`config.mk`:
```
export PLATFORM = sky130hd
export DESIGN_NAME = tfe_top
export DESIGN_NICKNAME = d
export VERILOG_FILES = /design/src/pkg/tfe_pkg.sv /design/src/verilog/tfe_level.sv /design/src/verilog/tfe_top.sv
export VERILOG_INCLUDE_DIRS = /design/src /design/src/pkg
export SDC_FILE = /design/constraint.sdc
export NUM_CORES = 1
export LEC_CHECK = 0
export BUFFER_PORTS_ARGS = -buffer_cell sky130_fd_sc_hd__buf_4
export CAP_MARGIN = 20
export CORE_UTILIZATION = 51
export DETAILED_ROUTE_END_ITERATION = 8
export GPL_TIMING_DRIVEN = 0
export PLACE_DENSITY = 0.87
export SLEW_MARGIN = 20
export SYNTH_ARGS = -nofsm -noshare
export SYNTH_HDL_FRONTEND = slang
export SYNTH_SLANG_ARGS = --single-unit
export TNS_END_PERCENT = 50
```
`constraint.sdc`:
```
create_clock -name ref_clk -period 8.02 [get_ports ref_clk]
set_input_delay 1.604 -clock ref_clk [delete_from_list [all_inputs] [get_ports ref_clk]]
set_output_delay 1.604 -clock ref_clk [all_outputs]
set_load 0.01 [all_outputs]
```
`src/pkg/tfe_cfg.svh`:
```
// Constants for the transmit FIFO event control block.
// Assumes inclusion by bare name from the package and the design files.
`ifndef TFE_CFG_SVH
`define TFE_CFG_SVH

`define TFE_ADDR_W        12
`define TFE_CTRL_ADDR     12'h000
`define TFE_STAT_ADDR     12'h004

`define TFE_CTRL_RESET    32'h0000_0000
`define TFE_CTRL_WMASK    32'hD73F_FF00
`define TFE_STAT_CLRMASK  32'h0000_0300

`define TFE_LIMIT_MSB     13
`define TFE_LIMIT_LSB     8
`define TFE_TRIG_MODE_BIT 14
`define TFE_TRIG_EN_BIT   15
`define TFE_STD_RT_MSB    18
`define TFE_STD_RT_LSB    16
`define TFE_ALT_RT_MSB    21
`define TFE_ALT_RT_LSB    19
`define TFE_SIZE_MSB      26
`define TFE_SIZE_LSB      24
`define TFE_LOF_BIT       28
`define TFE_STD_IEN_BIT   30
`define TFE_ERR_IEN_BIT   31

`define TFE_ST_LVL_MSB    6
`define TFE_ST_LVL_LSB    0
`define TFE_ST_STD_BIT    8
`define TFE_ST_ERR_BIT    9
`define TFE_ST_FULL_BIT   10
`define TFE_ST_EMPTY_BIT  11

`define TFE_SR_NUM        6
`define TFE_LIMIT_W       6
`define TFE_LVL_W         7
`define TFE_SIZE_OFF      3'h0
`define TFE_LVL_ZERO      7'h00
`define TFE_LVL_ONE       7'h01

`endif

```
`src/pkg/tfe_pkg.sv`:
```
// Types shared by the transmit FIFO event control block.
// Assumes tfe_cfg.svh is on the include path.
`include "tfe_cfg.svh"

package tfe_pkg;
   typedef logic [`TFE_SR_NUM-1:0]  tfe_sr_vec_type;
   typedef logic [`TFE_LVL_W-1:0]   tfe_lvl_type;
   typedef logic [`TFE_LIMIT_W-1:0] tfe_limit_type;
   typedef logic [2:0]              tfe_route_type;
   typedef logic [2:0]              tfe_size_type;
   typedef logic [`TFE_ADDR_W-1:0]  tfe_addr_type;
endpackage

```
`src/verilog/tfe_level.sv`:
```
// Filling level counter of the transmit FIFO.
// Assumes the caller only raises push or pop when the move is legal.
`timescale 1ns/100ps
`include "tfe_cfg.svh"

module tfe_level #(
   parameter int LVL_W = `TFE_LVL_W
) (
   input  wire logic               ref_clk,
   input  wire logic               rst,
   input  wire logic               clr,
   input  wire logic               push,
   input  wire logic               pop,
   output tfe_pkg::tfe_lvl_type    level
);
   import tfe_pkg::*;

   tfe_lvl_type level_r;
   tfe_lvl_type level_nxt;

   if (LVL_W != `TFE_LVL_W) begin : g_chk
      $error("tfe_level: LVL_W must match the package level width");
   end

   always_comb begin
      level_nxt = level_r;
      if (clr) begin
         level_nxt = `TFE_LVL_ZERO;
      end else if (push && !pop) begin
         level_nxt = tfe_lvl_type'(level_r + `TFE_LVL_ONE);
      end else if (pop && !push) begin
         level_nxt = tfe_lvl_type'(level_r - `TFE_LVL_ONE);
      end
   end

   always_ff @(posedge ref_clk) begin
      if (rst) begin
         level_r <= `TFE_LVL_ZERO;
      end else begin
         level_r <= level_nxt;
      end
   end

   assign level = level_r;
endmodule

```
`src/verilog/tfe_top.sv`:
```
// Transmit FIFO control: depth, limit event, error event and routing
// of both onto six service request lines, with an APB register slave.
// Assumes writer and drain strobes come from logic on ref_clk.
//
// Function
// - Standard event goes to service request line 0..5 by its route code.
// - Error event goes to line 0..5 by its own route code.
// - Depth code zero disables the FIFO and refuses all data requests.
// - Depth code n from 1 to 6 gives two to the n entries.
// - Direction 0: event when level equals limit and a drain lowers it.
// - Direction 1: event when level equals limit and a write raises it.
// - Standard event requests service only while its enable is set.
// - Write to full buffer is an error event; interrupt only if enabled.
// - Reserved control bits read as zero; software writes zero there.
// - The level is compared against a six bit limit field.
// - Control writes are ignored unless the transmit buffer is present.
//
// Design decisions made here: the APB register port and the register offsets.
`timescale 1ns/100ps
`include "tfe_cfg.svh"

module tfe_top #(
   parameter int SR_NUM  = `TFE_SR_NUM,
   parameter int LIMIT_W = `TFE_LIMIT_W,
   parameter int LVL_W   = `TFE_LVL_W
) (
   input  wire logic               ref_clk,
   input  wire logic               rst,
   input  wire logic               psel,
   input  wire logic               penable,
   input  wire logic               pwrite,
   input  tfe_pkg::tfe_addr_type   paddr,
   input  wire logic [31:0]        pwdata,
   output logic [31:0]             prdata,
   output logic                    pready,
   output logic                    pslverr,
   input  wire logic               tx_buffer_present,
   input  wire logic               wr_req,
   input  wire logic               tx_pop,
   output logic                    wr_accept,
   output logic                    wr_refuse,
   output logic                    pop_accept,
   output tfe_pkg::tfe_lvl_type    tx_fill_level,
   output tfe_pkg::tfe_sr_vec_type service_request_line
);
   import tfe_pkg::*;

   if (SR_NUM != `TFE_SR_NUM || LIMIT_W != `TFE_LIMIT_W ||
       LVL_W != `TFE_LVL_W) begin : g_chk
      $error("tfe_top: widths must match the package types");
   end

   // Entry count of a depth code; zero means the FIFO is off
   function automatic tfe_lvl_type depth_of(input tfe_size_type code);
      tfe_lvl_type d;
      d = `TFE_LVL_ZERO;
      if (code != `TFE_SIZE_OFF) begin
         d = tfe_lvl_type'(`TFE_LVL_ONE << code);
      end
      return d;
   endfunction

   // One-hot line for a route code; reserved codes give none
   function automatic tfe_sr_vec_type route_of(input tfe_route_type code);
      tfe_sr_vec_type v;
      v = '0;
      if (32'(code) < SR_NUM) begin
         v[code] = 1'b1;
      end
      return v;
   endfunction

   // Register bus state
   logic [31:0]    ctrl_r;
   logic [31:0]    ctrl_nxt;
   logic [31:0]    prdata_r;
   logic [31:0]    prdata_nxt;
   logic           pready_r;
   logic           pready_nxt;
   logic           pslverr_r;
   logic           pslverr_nxt;
   logic           std_flag_r;
   logic           std_flag_nxt;
   logic           err_flag_r;
   logic           err_flag_nxt;

   // Datapath event state
   tfe_sr_vec_type sr_r;
   tfe_sr_vec_type sr_nxt;
   logic           wr_acc_r;
   logic           wr_acc_nxt;
   logic           wr_ref_r;
   logic           wr_ref_nxt;
   logic           pop_acc_r;
   logic           pop_acc_nxt;

   // Decoded control fields
   tfe_size_type   size_code;
   tfe_limit_type  limit;
   tfe_route_type  std_route;
   tfe_route_type  alt_route;
   logic           limit_crossing_direction;
   logic           std_ien;
   logic           err_ien;

   tfe_lvl_type    level;
   tfe_lvl_type    depth;
   logic           fifo_on;
   logic           full;
   logic           empty;
   logic           push_ok;
   logic           pop_ok;
   logic           std_evt;
   logic           err_evt;
   logic           at_limit;
   logic           lvl_clr;
   logic           setup;
   logic           access;
   logic           ctrl_wr;
   logic           stat_wr;
   logic [31:0]    status;

   assign size_code = ctrl_r[`TFE_SIZE_MSB:`TFE_SIZE_LSB];
   assign limit     = ctrl_r[`TFE_LIMIT_MSB:`TFE_LIMIT_LSB];
   assign std_route = ctrl_r[`TFE_STD_RT_MSB:`TFE_STD_RT_LSB];
   assign alt_route = ctrl_r[`TFE_ALT_RT_MSB:`TFE_ALT_RT_LSB];
   assign limit_crossing_direction       = ctrl_r[`TFE_LOF_BIT];
   assign std_ien   = ctrl_r[`TFE_STD_IEN_BIT];
   assign err_ien   = ctrl_r[`TFE_ERR_IEN_BIT];

   assign depth   = depth_of(size_code);
   assign fifo_on = (size_code != `TFE_SIZE_OFF);
   assign full    = fifo_on && (level == depth);
   assign empty   = (level == `TFE_LVL_ZERO);

   // A disabled FIFO takes neither writes nor drains
   assign push_ok  = wr_req && fifo_on && !full;
   assign pop_ok   = tx_pop && fifo_on && !empty;
   assign err_evt  = wr_req && full;
   assign at_limit = (level == tfe_lvl_type'(limit));

   // A write and a drain in the same cycle leave the level unchanged,
   // so neither crosses the limit
   always_comb begin
      if (limit_crossing_direction) begin
         std_evt = push_ok && !pop_ok && at_limit;
      end else begin
         std_evt = pop_ok && !push_ok && at_limit;
      end
   end

   assign setup   = psel && !penable;
   assign access  = psel && penable && pready_r;
   assign ctrl_wr = access && pwrite && (paddr == `TFE_CTRL_ADDR);
   assign stat_wr = access && pwrite && (paddr == `TFE_STAT_ADDR);

   // New depth invalidates the old contents
   assign lvl_clr = ctrl_wr && tx_buffer_present &&
                    (pwdata[`TFE_SIZE_MSB:`TFE_SIZE_LSB] != size_code);

   always_comb begin
      status = 32'h0000_0000;
      status[`TFE_ST_LVL_MSB:`TFE_ST_LVL_LSB] = level;
      status[`TFE_ST_STD_BIT]   = std_flag_r;
      status[`TFE_ST_ERR_BIT]   = err_flag_r;
      status[`TFE_ST_FULL_BIT]  = full;
      status[`TFE_ST_EMPTY_BIT] = empty;
   end

   always_comb begin
      ctrl_nxt    = ctrl_r;
      prdata_nxt  = 32'h0000_0000;
      pready_nxt  = 1'b0;
      pslverr_nxt = 1'b0;
      if (setup) begin
         pready_nxt = 1'b1;
         case (paddr)
            `TFE_CTRL_ADDR: begin
               prdata_nxt = ctrl_r & `TFE_CTRL_WMASK;
            end
            `TFE_STAT_ADDR: begin
               prdata_nxt = status;
            end
            default: begin
               pslverr_nxt = 1'b1;
            end
         endcase
      end else if (psel && penable && !pready_r) begin
         prdata_nxt  = prdata_r;
         pslverr_nxt = pslverr_r;
      end
      if (ctrl_wr && tx_buffer_present) begin
         ctrl_nxt = pwdata & `TFE_CTRL_WMASK;
      end
   end

   // Hardware set beats a software clear in the same cycle
   always_comb begin
      std_flag_nxt = std_flag_r;
      err_flag_nxt = err_flag_r;
      if (stat_wr && pwdata[`TFE_ST_STD_BIT]) begin
         std_flag_nxt = 1'b0;
      end
      if (stat_wr && pwdata[`TFE_ST_ERR_BIT]) begin
         err_flag_nxt = 1'b0;
      end
      if (std_evt) begin
         std_flag_nxt = 1'b1;
      end
      if (err_evt) begin
         err_flag_nxt = 1'b1;
      end
   end

   always_comb begin
      sr_nxt = '0;
      if (std_evt && std_ien) begin
         sr_nxt = sr_nxt | route_of(std_route);
      end
      if (err_evt && err_ien) begin
         sr_nxt = sr_nxt | route_of(alt_route);
      end
      wr_acc_nxt  = push_ok;
      wr_ref_nxt  = wr_req && !push_ok;
      pop_acc_nxt = pop_ok;
   end

   always_ff @(posedge ref_clk) begin
      if (rst) begin
         ctrl_r     <= `TFE_CTRL_RESET;
         prdata_r   <= 32'h0000_0000;
         pready_r   <= 1'b0;
         pslverr_r  <= 1'b0;
         std_flag_r <= 1'b0;
         err_flag_r <= 1'b0;
      end else begin
         ctrl_r     <= ctrl_nxt;
         prdata_r   <= prdata_nxt;
         pready_r   <= pready_nxt;
         pslverr_r  <= pslverr_nxt;
         std_flag_r <= std_flag_nxt;
         err_flag_r <= err_flag_nxt;
      end
   end

   always_ff @(posedge ref_clk) begin
      if (rst) begin
         sr_r      <= '0;
         wr_acc_r  <= 1'b0;
         wr_ref_r  <= 1'b0;
         pop_acc_r <= 1'b0;
      end else begin
         sr_r      <= sr_nxt;
         wr_acc_r  <= wr_acc_nxt;
         wr_ref_r  <= wr_ref_nxt;
         pop_acc_r <= pop_acc_nxt;
      end
   end

   tfe_level #(
      .LVL_W (LVL_W)
   ) u_level (
      .ref_clk (ref_clk),
      .rst     (rst),
      .clr     (lvl_clr),
      .push    (push_ok),
      .pop     (pop_ok),
      .level   (level)
   );

   assign prdata               = prdata_r;
   assign pready               = pready_r;
   assign pslverr              = pslverr_r;
   assign wr_accept            = wr_acc_r;
   assign wr_refuse            = wr_ref_r;
   assign pop_accept           = pop_acc_r;
   assign tx_fill_level        = level;
   assign service_request_line = sr_r;
endmodule

```
==> summary.txt, run 1 <==
Setup path
  • Worst-path cell chain: or3b_2 -> a21oi_1 -> o211ai_1 -> nor3_1 -> buf_2 -> nor3b_1 -> ha_1 -> inv_1 -> ha_1 -> and4b_1 -> a311oi_1 -> o211a_1 -> xor2_1 -> nor2_1
  • Delay-heaviest family, CP: simple AND/OR/NAND/NOR gates
  • Crit-path most repeated cell: ha_1
  • WS Path Type: reg2reg
  • CP required: 8.25 ns
  • WP buf/inv: 2
  • Arr. time, crit path: about 4.0 ns
  • Crit path capture type: flip-flop
  • Crit-path slowest cell: or3b_2
  • Worst Path Max Fanout: 10
  • Startpoint Class: flip-flop
  • Worst reg-to-reg setup slack: 4.30 ns
  • Worst path max stage delay: ~0.48 ns

Route
  • DR vias: 2899
  • DRT iter0 DRCs: 171
  • Drt via density: approximately 5.7
  • Remaining DRCs: 0
  • Drt pass-1 iters: 5
  • Drt wl/cell: around 16 um
  • Post-DRT Antenna Nets: 0
  • Final WL: between 8000 and 9000 um

Clocking
  • CTS resizes: 0
  • Clock slew at reported path FFs: 0.08 ns
  • Clock Sinks: 67
  • CTS max path bufs: 2
  • Post-CTS setup buffer count: 0
  • CTS Buf Count: 9
  • CTS Hold Buffers Added: 0
  • CTS tree: done
  • Htree depth: 3
  • Clk root buf: clkbuf_8
  • Skew-Pair Late Insertion Delay: 0.34 ns

Cells and area
  • Post-route cell area: 0.003923 mm^2
  • Share of layout cells above drive strength 1: 0.2620
  • Commonest cells after routing, fill and taps aside: 91 x buf_4, 67 x dfxtp_1, 48 x nand2_1, 31 x a21oi_1, 24 x a22o_1
  • Final #Nets: approximately 490
  • Area Growth Syn to Fin: 30.68%
  • ANT cells: 0
  • Non-Filler Instances: 511
  • Commonest non-fill, non-tap cell in the layout: buf_4

Timing
  • Slew Limit Fails: 0
  • Worst Max-Slew Pin Slew: 0.5397 ns
  • Final Skew: 0.009932 ns
  • FMAX: 268.5 MHz
  • Finish-stage setup viols: 0
  • Final WS setup: roughly 4.3 ns
  • Crit path time final: between 3 and 4 ns
  • Final hold vios: 0
  • RSZ-0062 raised after global routing: no
  • Setup TNS: 0 ns
  • Tcrit/Tclk final: 0.4644
  • Rel. slew slack: 0.6368

Synthesis
  • Cell Area, Synth: 0.003002 mm^2
  • Yosys cell types: between 50 and 60
  • Asr flop ratio synth: 0
  • Synth Flop Type: dfxtp_1
  • Yosys reg bits: 67
  • Cells after Synth: 336
  • Avg Inst Size Synth: 8.933 um^2
  • Number of enable flip-flop cells after synthesis: 0
  • Synth warnings: 0
  • Area leader, netlist: dfxtp_1
  • Top cell type's share of synthesized area: 0.4469
  • Post-synthesis sequential area ratio: 0.4469
  • Area contributors post-synth: dfxtp_1 45%, a22o_1 7.0%, nand2_1 6.0%

Power and ir drop
  • Overall Power: 0.0006445 W
  • Peak supply drop: 0.1304 mV
  • Pleak: 1.721 nW
  • Total power per unit cell area: 164.3 mW/mm^2

Floorplan
  • Rows: 27
  • Die width: ~79 um
  • I/O pins: 102
  • Initial Util: 0.5385
  • Core area: 0.005574 mm^2
  • Chip height: 78.72 um
  • Die area: 0.006196 mm^2

GRT
  • Number of global-route vias before repair: 2576
  • GRT Total Usage: 0.2603
  • GRT overflow: 0
  • Initial antenna violation count: 0
  • First-pass GRT wire length: 12310 um
  • Pin count of the biggest net entering global routing: 13

Flow run
  • Max-Cap Viols: 0

Status
  • Status: completed

Place
  • # placed instances: 495
  • Port bufs: 83
  • Placer Congestion: 0.8764
  • HPWL after DPL: 5729 um
  • Placed Area: 0.003730 mm^2
  • Dpl ws: about 4.2 ns

Hold path
  • HP Class: reg2reg
## metrics by stage
| stage | util | hold slack [ns] |
|---|---|---|
| floorplan | - | 0.4315 |
| global placement | 0.6691 | 0.4386 |
| detailed placement | 0.6691 | 0.4477 |
| CTS | 0.7037 | 0.4613 |
| global route | 0.7037 | 0.4912 |
| finish | 0.7037 | 0.4615 |
## final timing paths
path | from | end | cells past startpoint
setup reg to reg | u_level.level[2]$_SDFFE_PP0P_ | u_level.level[6]$_SDFFE_PP0P_ | 14
hold / removal | ctrl_r[14]$_SDFFE_PP0P_ | ctrl_r[14]$_SDFFE_PP0P_ | 2
hold reg to reg | ctrl_r[14]$_SDFFE_PP0P_ | ctrl_r[14]$_SDFFE_PP0P_ | 2
setup / recovery | u_level.level[2]$_SDFFE_PP0P_ | u_level.level[6]$_SDFFE_PP0P_ | 14
## flip-flops by register name, summed over array words and instances, names as in the netlist
name and flops:
wr_accept 1, pop_accept 1, ctrl_r 20, service_request_line 6
wr_refuse 1, pready 1, u_level.level 7, pslverr 1
prdata 27, err_flag_r 1, std_flag_r 1
## tightest hold or removal path, stage by stage, from the launching register on
cell     delay, ns
dfxtp_1       0.32
nand2_1       0.05
a21oi_1       0.05
## Yosys cell counts (all sizes together) (2+ instances only)
master	number
nor3	8
a211oi	2
nor2	20
a21oi	31
nand2b	2
mux2i	4
clkbuf	12
nand3b	3
ha	7
o211a	2
buf	12
or3	2
nor3b	5
nor2b	7
a41o	4
nand3	7
o21ai	8
nor4b	2
a31oi	2
a22o	24
and3	2
dfxtp	67
nor4	8
nand2	48
or4	2
xor2	11
inv	12
and4b	2
a32o	2
## area by class of cell
cell class                 count  area [um^2]
sequential                    67         1341
buffer                        24        123.9
fill                         439         1652
multi-input combinational    237         1506
timing repair buffer          83        623.1
inverter                      12        45.04
clock inverter                 6        65.06
clock buffer                  10        127.6
tap                           72        90.09
## routing by layer
| layer | global-route usage | wire (um) |
|---|---|---|
| met1 | 0.3425 | 3353 |
| met2 | 0.4130 | 3779 |
| met3 | 0.05977 | 788 |
| met4 | 0.1019 | 135 |
| met5 | 0 | 0 |
## logic make-up after synthesis
group	Yosys count	share of synthesized area
AOI/OAI and AO/OA	85	0.2001
xor gates and xnor gates	12	0.03501
adders and majority gates	8	0.03585
buffers and inverters	36	0.05627
DFF	67	0.4469
muxes	4	0.01334
other	1	0.001249
and+or+nand+nor	123	0.2113
## where the power goes
group	switching [W]	internal [W]
Clock	0.000136	0.000144
Combinational	0.0000141	0.0000170
Sequential	0.000000363	0.000333
No activity file was read; power rests on OpenSTA's default activity.
==> inputs of run 2 (changes only) <==
Settings changed: CORE_UTILIZATION 51 to 50, PLACE_DENSITY 0.87 to 0.86.
Clock period 8.02 ns to 3.6 ns, I/O delays scaled along.
==> summary.txt, run 2 (same netlist as run 1, synthesis figures left out) <==
Setup path
  • Crit path capture type: flip-flop (unchanged)
  • Launching point of the worst reg2reg path: u_level.level[2]$_SDFFE_PP0P_ (unchanged)
  • Worst Path Max Fanout: 10 (unchanged)
  • Worst r2r path cells: 14 (unchanged)
  • Critical Path Source: u_level.level[2]$_SDFFE_PP0P_ (unchanged)
  • Arr. time, crit path: 3.71 ns (was 3.96 ns)
  • WS Path Type: reg2reg (unchanged)
  • CP required: 3.82 ns (was 8.25 ns)
  • Startpoint Class: flip-flop (unchanged)

Cells and area
  • Commonest non-fill, non-tap cell in the layout: buf_4 (unchanged)
  • Share of layout cells above drive strength 1: 0.2783 (was 0.2620)
  • Area Growth Syn to Fin: 33.47% (was 30.68%)
  • Core Util, Final: 0.7101 (was 0.7037)
  • Final #Nets: 497 (was 494)
  • ANT cells: 0 (unchanged)
  • Commonest cells after routing, fill and taps aside: 95 x buf_4, 65 x dfxtp_1, 48 x nand2_1, 31 x a21oi_1, 24 x a22o_1 (was 91 x buf_4, 67 x dfxtp_1, 48 x nand2_1, 31 x a21oi_1, 24 x a22o_1)
  • Max FFs per register: 27 (unchanged)

Power and ir drop
  • Pleak: 1.765 nW (was 1.721 nW)
  • Overall Power: 0.001571 W (was 0.0006445 W)
  • Peak supply drop: 0.3158 mV (was 0.1304 mV)
  • Total power per unit cell area: 392.1 mW/mm^2 (was 164.3 mW/mm^2)

Floorplan
  • Chip height: 79.48 um (was 78.72 um)
  • Rows: 27 (unchanged)
  • Core area: 0.005642 mm^2 (was 0.005574 mm^2)
  • Initial Util: 0.5320 (was 0.5385)
  • I/O pins: 102 (unchanged)
  • Die area: 0.006317 mm^2 (was 0.006196 mm^2)
  • Die width: 79.48 um (was 78.72 um)

Flow run
  • Max-Cap Viols: 0 (unchanged)

GRT
  • Pin count of the biggest net entering global routing: 13 (unchanged)
  • GRT overflow: 0 (unchanged)
  • Number of global-route vias before repair: 2634 (was 2576)
  • Initial antenna violation count: 0 (unchanged)
  • GRT Total Usage: 0.2647 (was 0.2603)
  • First-pass GRT wire length: 12630 um (was 12310 um)

Timing
  • Crit path time final: 3.489 ns (was 3.724 ns)
  • Final hold vios: 0 (unchanged)
  • Finish-stage setup viols: 0 (unchanged)
  • Setup TNS: 0 ns (unchanged)
  • Tcrit/Tclk final: 0.9692 (was 0.4644)
  • Worst Max-Slew Pin Slew: 0.5254 ns (was 0.5397 ns)
  • Final Skew: 0.007839 ns (was 0.009932 ns)
  • FMAX: 286.6 MHz (was 268.5 MHz)
  • Slew Limit Fails: 0 (unchanged)
  • Rel. slew slack: 0.6465 (was 0.6368)

Hold path
  • HP Class: reg2reg (unchanged)
  • Min-delay src: ctrl_r[14]$_SDFFE_PP0P_ (unchanged)
  • Hold Path Cell Cnt: 2 (unchanged)

Route
  • Post-DRT Antenna Nets: 0 (unchanged)
  • Drt via density: 5.642 (was 5.673)
  • Drt pass-1 iters: 5 (unchanged)
  • Remaining DRCs: 0 (unchanged)
  • DRT iter0 DRCs: 194 (was 171)
  • Final WL: 8222 um (was 8057 um)
  • Drt wl/cell: 16.00 um (was 15.77 um)
  • DR vias: 2900 (was 2899)

Clocking
  • CTS Buf Count: 9 (unchanged)
  • Skew-Pair Late Insertion Delay: 0.34 ns (about the same)
  • CTS tree: done (unchanged)
  • Clock slew at reported path FFs: 0.08 ns (about the same)
  • CTS Hold Buffers Added: 0 (unchanged)
  • Clk root buf: clkbuf_8 (unchanged)
  • Htree depth: 3 (unchanged)
  • CTS max path bufs: 2 (unchanged)
  • Clock Sinks: 67 (unchanged)

Place
  • Placer Congestion: 0.8996 (was 0.8764)
  • HPWL after DPL: 5808 um (was 5729 um)
  • Port bufs: 83 (unchanged)

Status
  • Status: completed (unchanged)
run 2: changes by cell type in the layout (fill, tap and decap cells not counted), moves of 2 or more:
| cell | delta |
|---|---|
| dfxtp_2 | +2 |
| dfxtp_1 | -2 |
| bufinv_16 | +2 |
| buf_4 | +4 |
run 2: cell type report:
class	count	area [um^2]
inverters	12	45.04
flip-flops and latches	67	1344
clock inverters	6	112.6
plain buffers	24	127.6
multi-input cells	237	1514
well taps	72	90.09
repair buffers	86	645.6
clock buffers	10	127.6
fillers	460	1635
run 2: worst max-delay path, cell delays in order (launching register included):
cell and delay (ns):
dfxtp_1 0.44, or3b_2 0.49, a21oi_1 0.14, o211ai_1 0.15
nor3_2 0.23, buf_4 0.21, nor3b_1 0.08, ha_2 0.24
buf_4 0.16, fa_1 0.39, nand2b_1 0.18, a21oi_1 0.22
o211a_1 0.21, xor2_1 0.17, nor2_1 0.06
run 2: layer usage:
layer,global-route usage,part of all wire,vias up
met4,0.1273,0.024,0
met3,0.04229,0.069,24
met2,0.4333,0.48,136
li1,-,-,1388
met1,0.3376,0.43,1352
met5,0,0,-
run 2: through the flow:
stage | worst slack, ns | std cells | hold slack [ns] | cell area (um^2)
2_1_floorplan | 0.5202 | 340 | 0.4315 | 3017
4_1_cts | 0.002104 | 511 | 0.4568 | 3978
3_3_place_gp | 0.01542 | 495 | 0.4395 | 3730
5_1_grt | -0.06074 | 514 | 0.4846 | 4006
6_report | 0.1110 | 514 | 0.4594 | 4006
3_5_place_dp | -0.07526 | 495 | 0.4457 | 3730
run 2: final timing paths:
path,endpoint,slack [ns]
setup / recovery,u_level.level[6]$_SDFFE_PP0P_,0.11
hold / removal,ctrl_r[14]$_SDFFE_PP0P_,0.46
setup reg to reg,u_level.level[6]$_SDFFE_PP0P_,0.11
hold reg to reg,ctrl_r[14]$_SDFFE_PP0P_,0.46
run 2: what timing repair did:
item / CTS / global route
gates resized for setup: 2 / 6
pin swaps: 0 / 3
endpoints found under the setup margin: 1 / 10
setup buffers: 0 / 3
run 2: report_power, final:
part           switching [W]  internal, W
registers        0.000000797     0.000742
clock network       0.000297     0.000463
logic              0.0000306    0.0000378
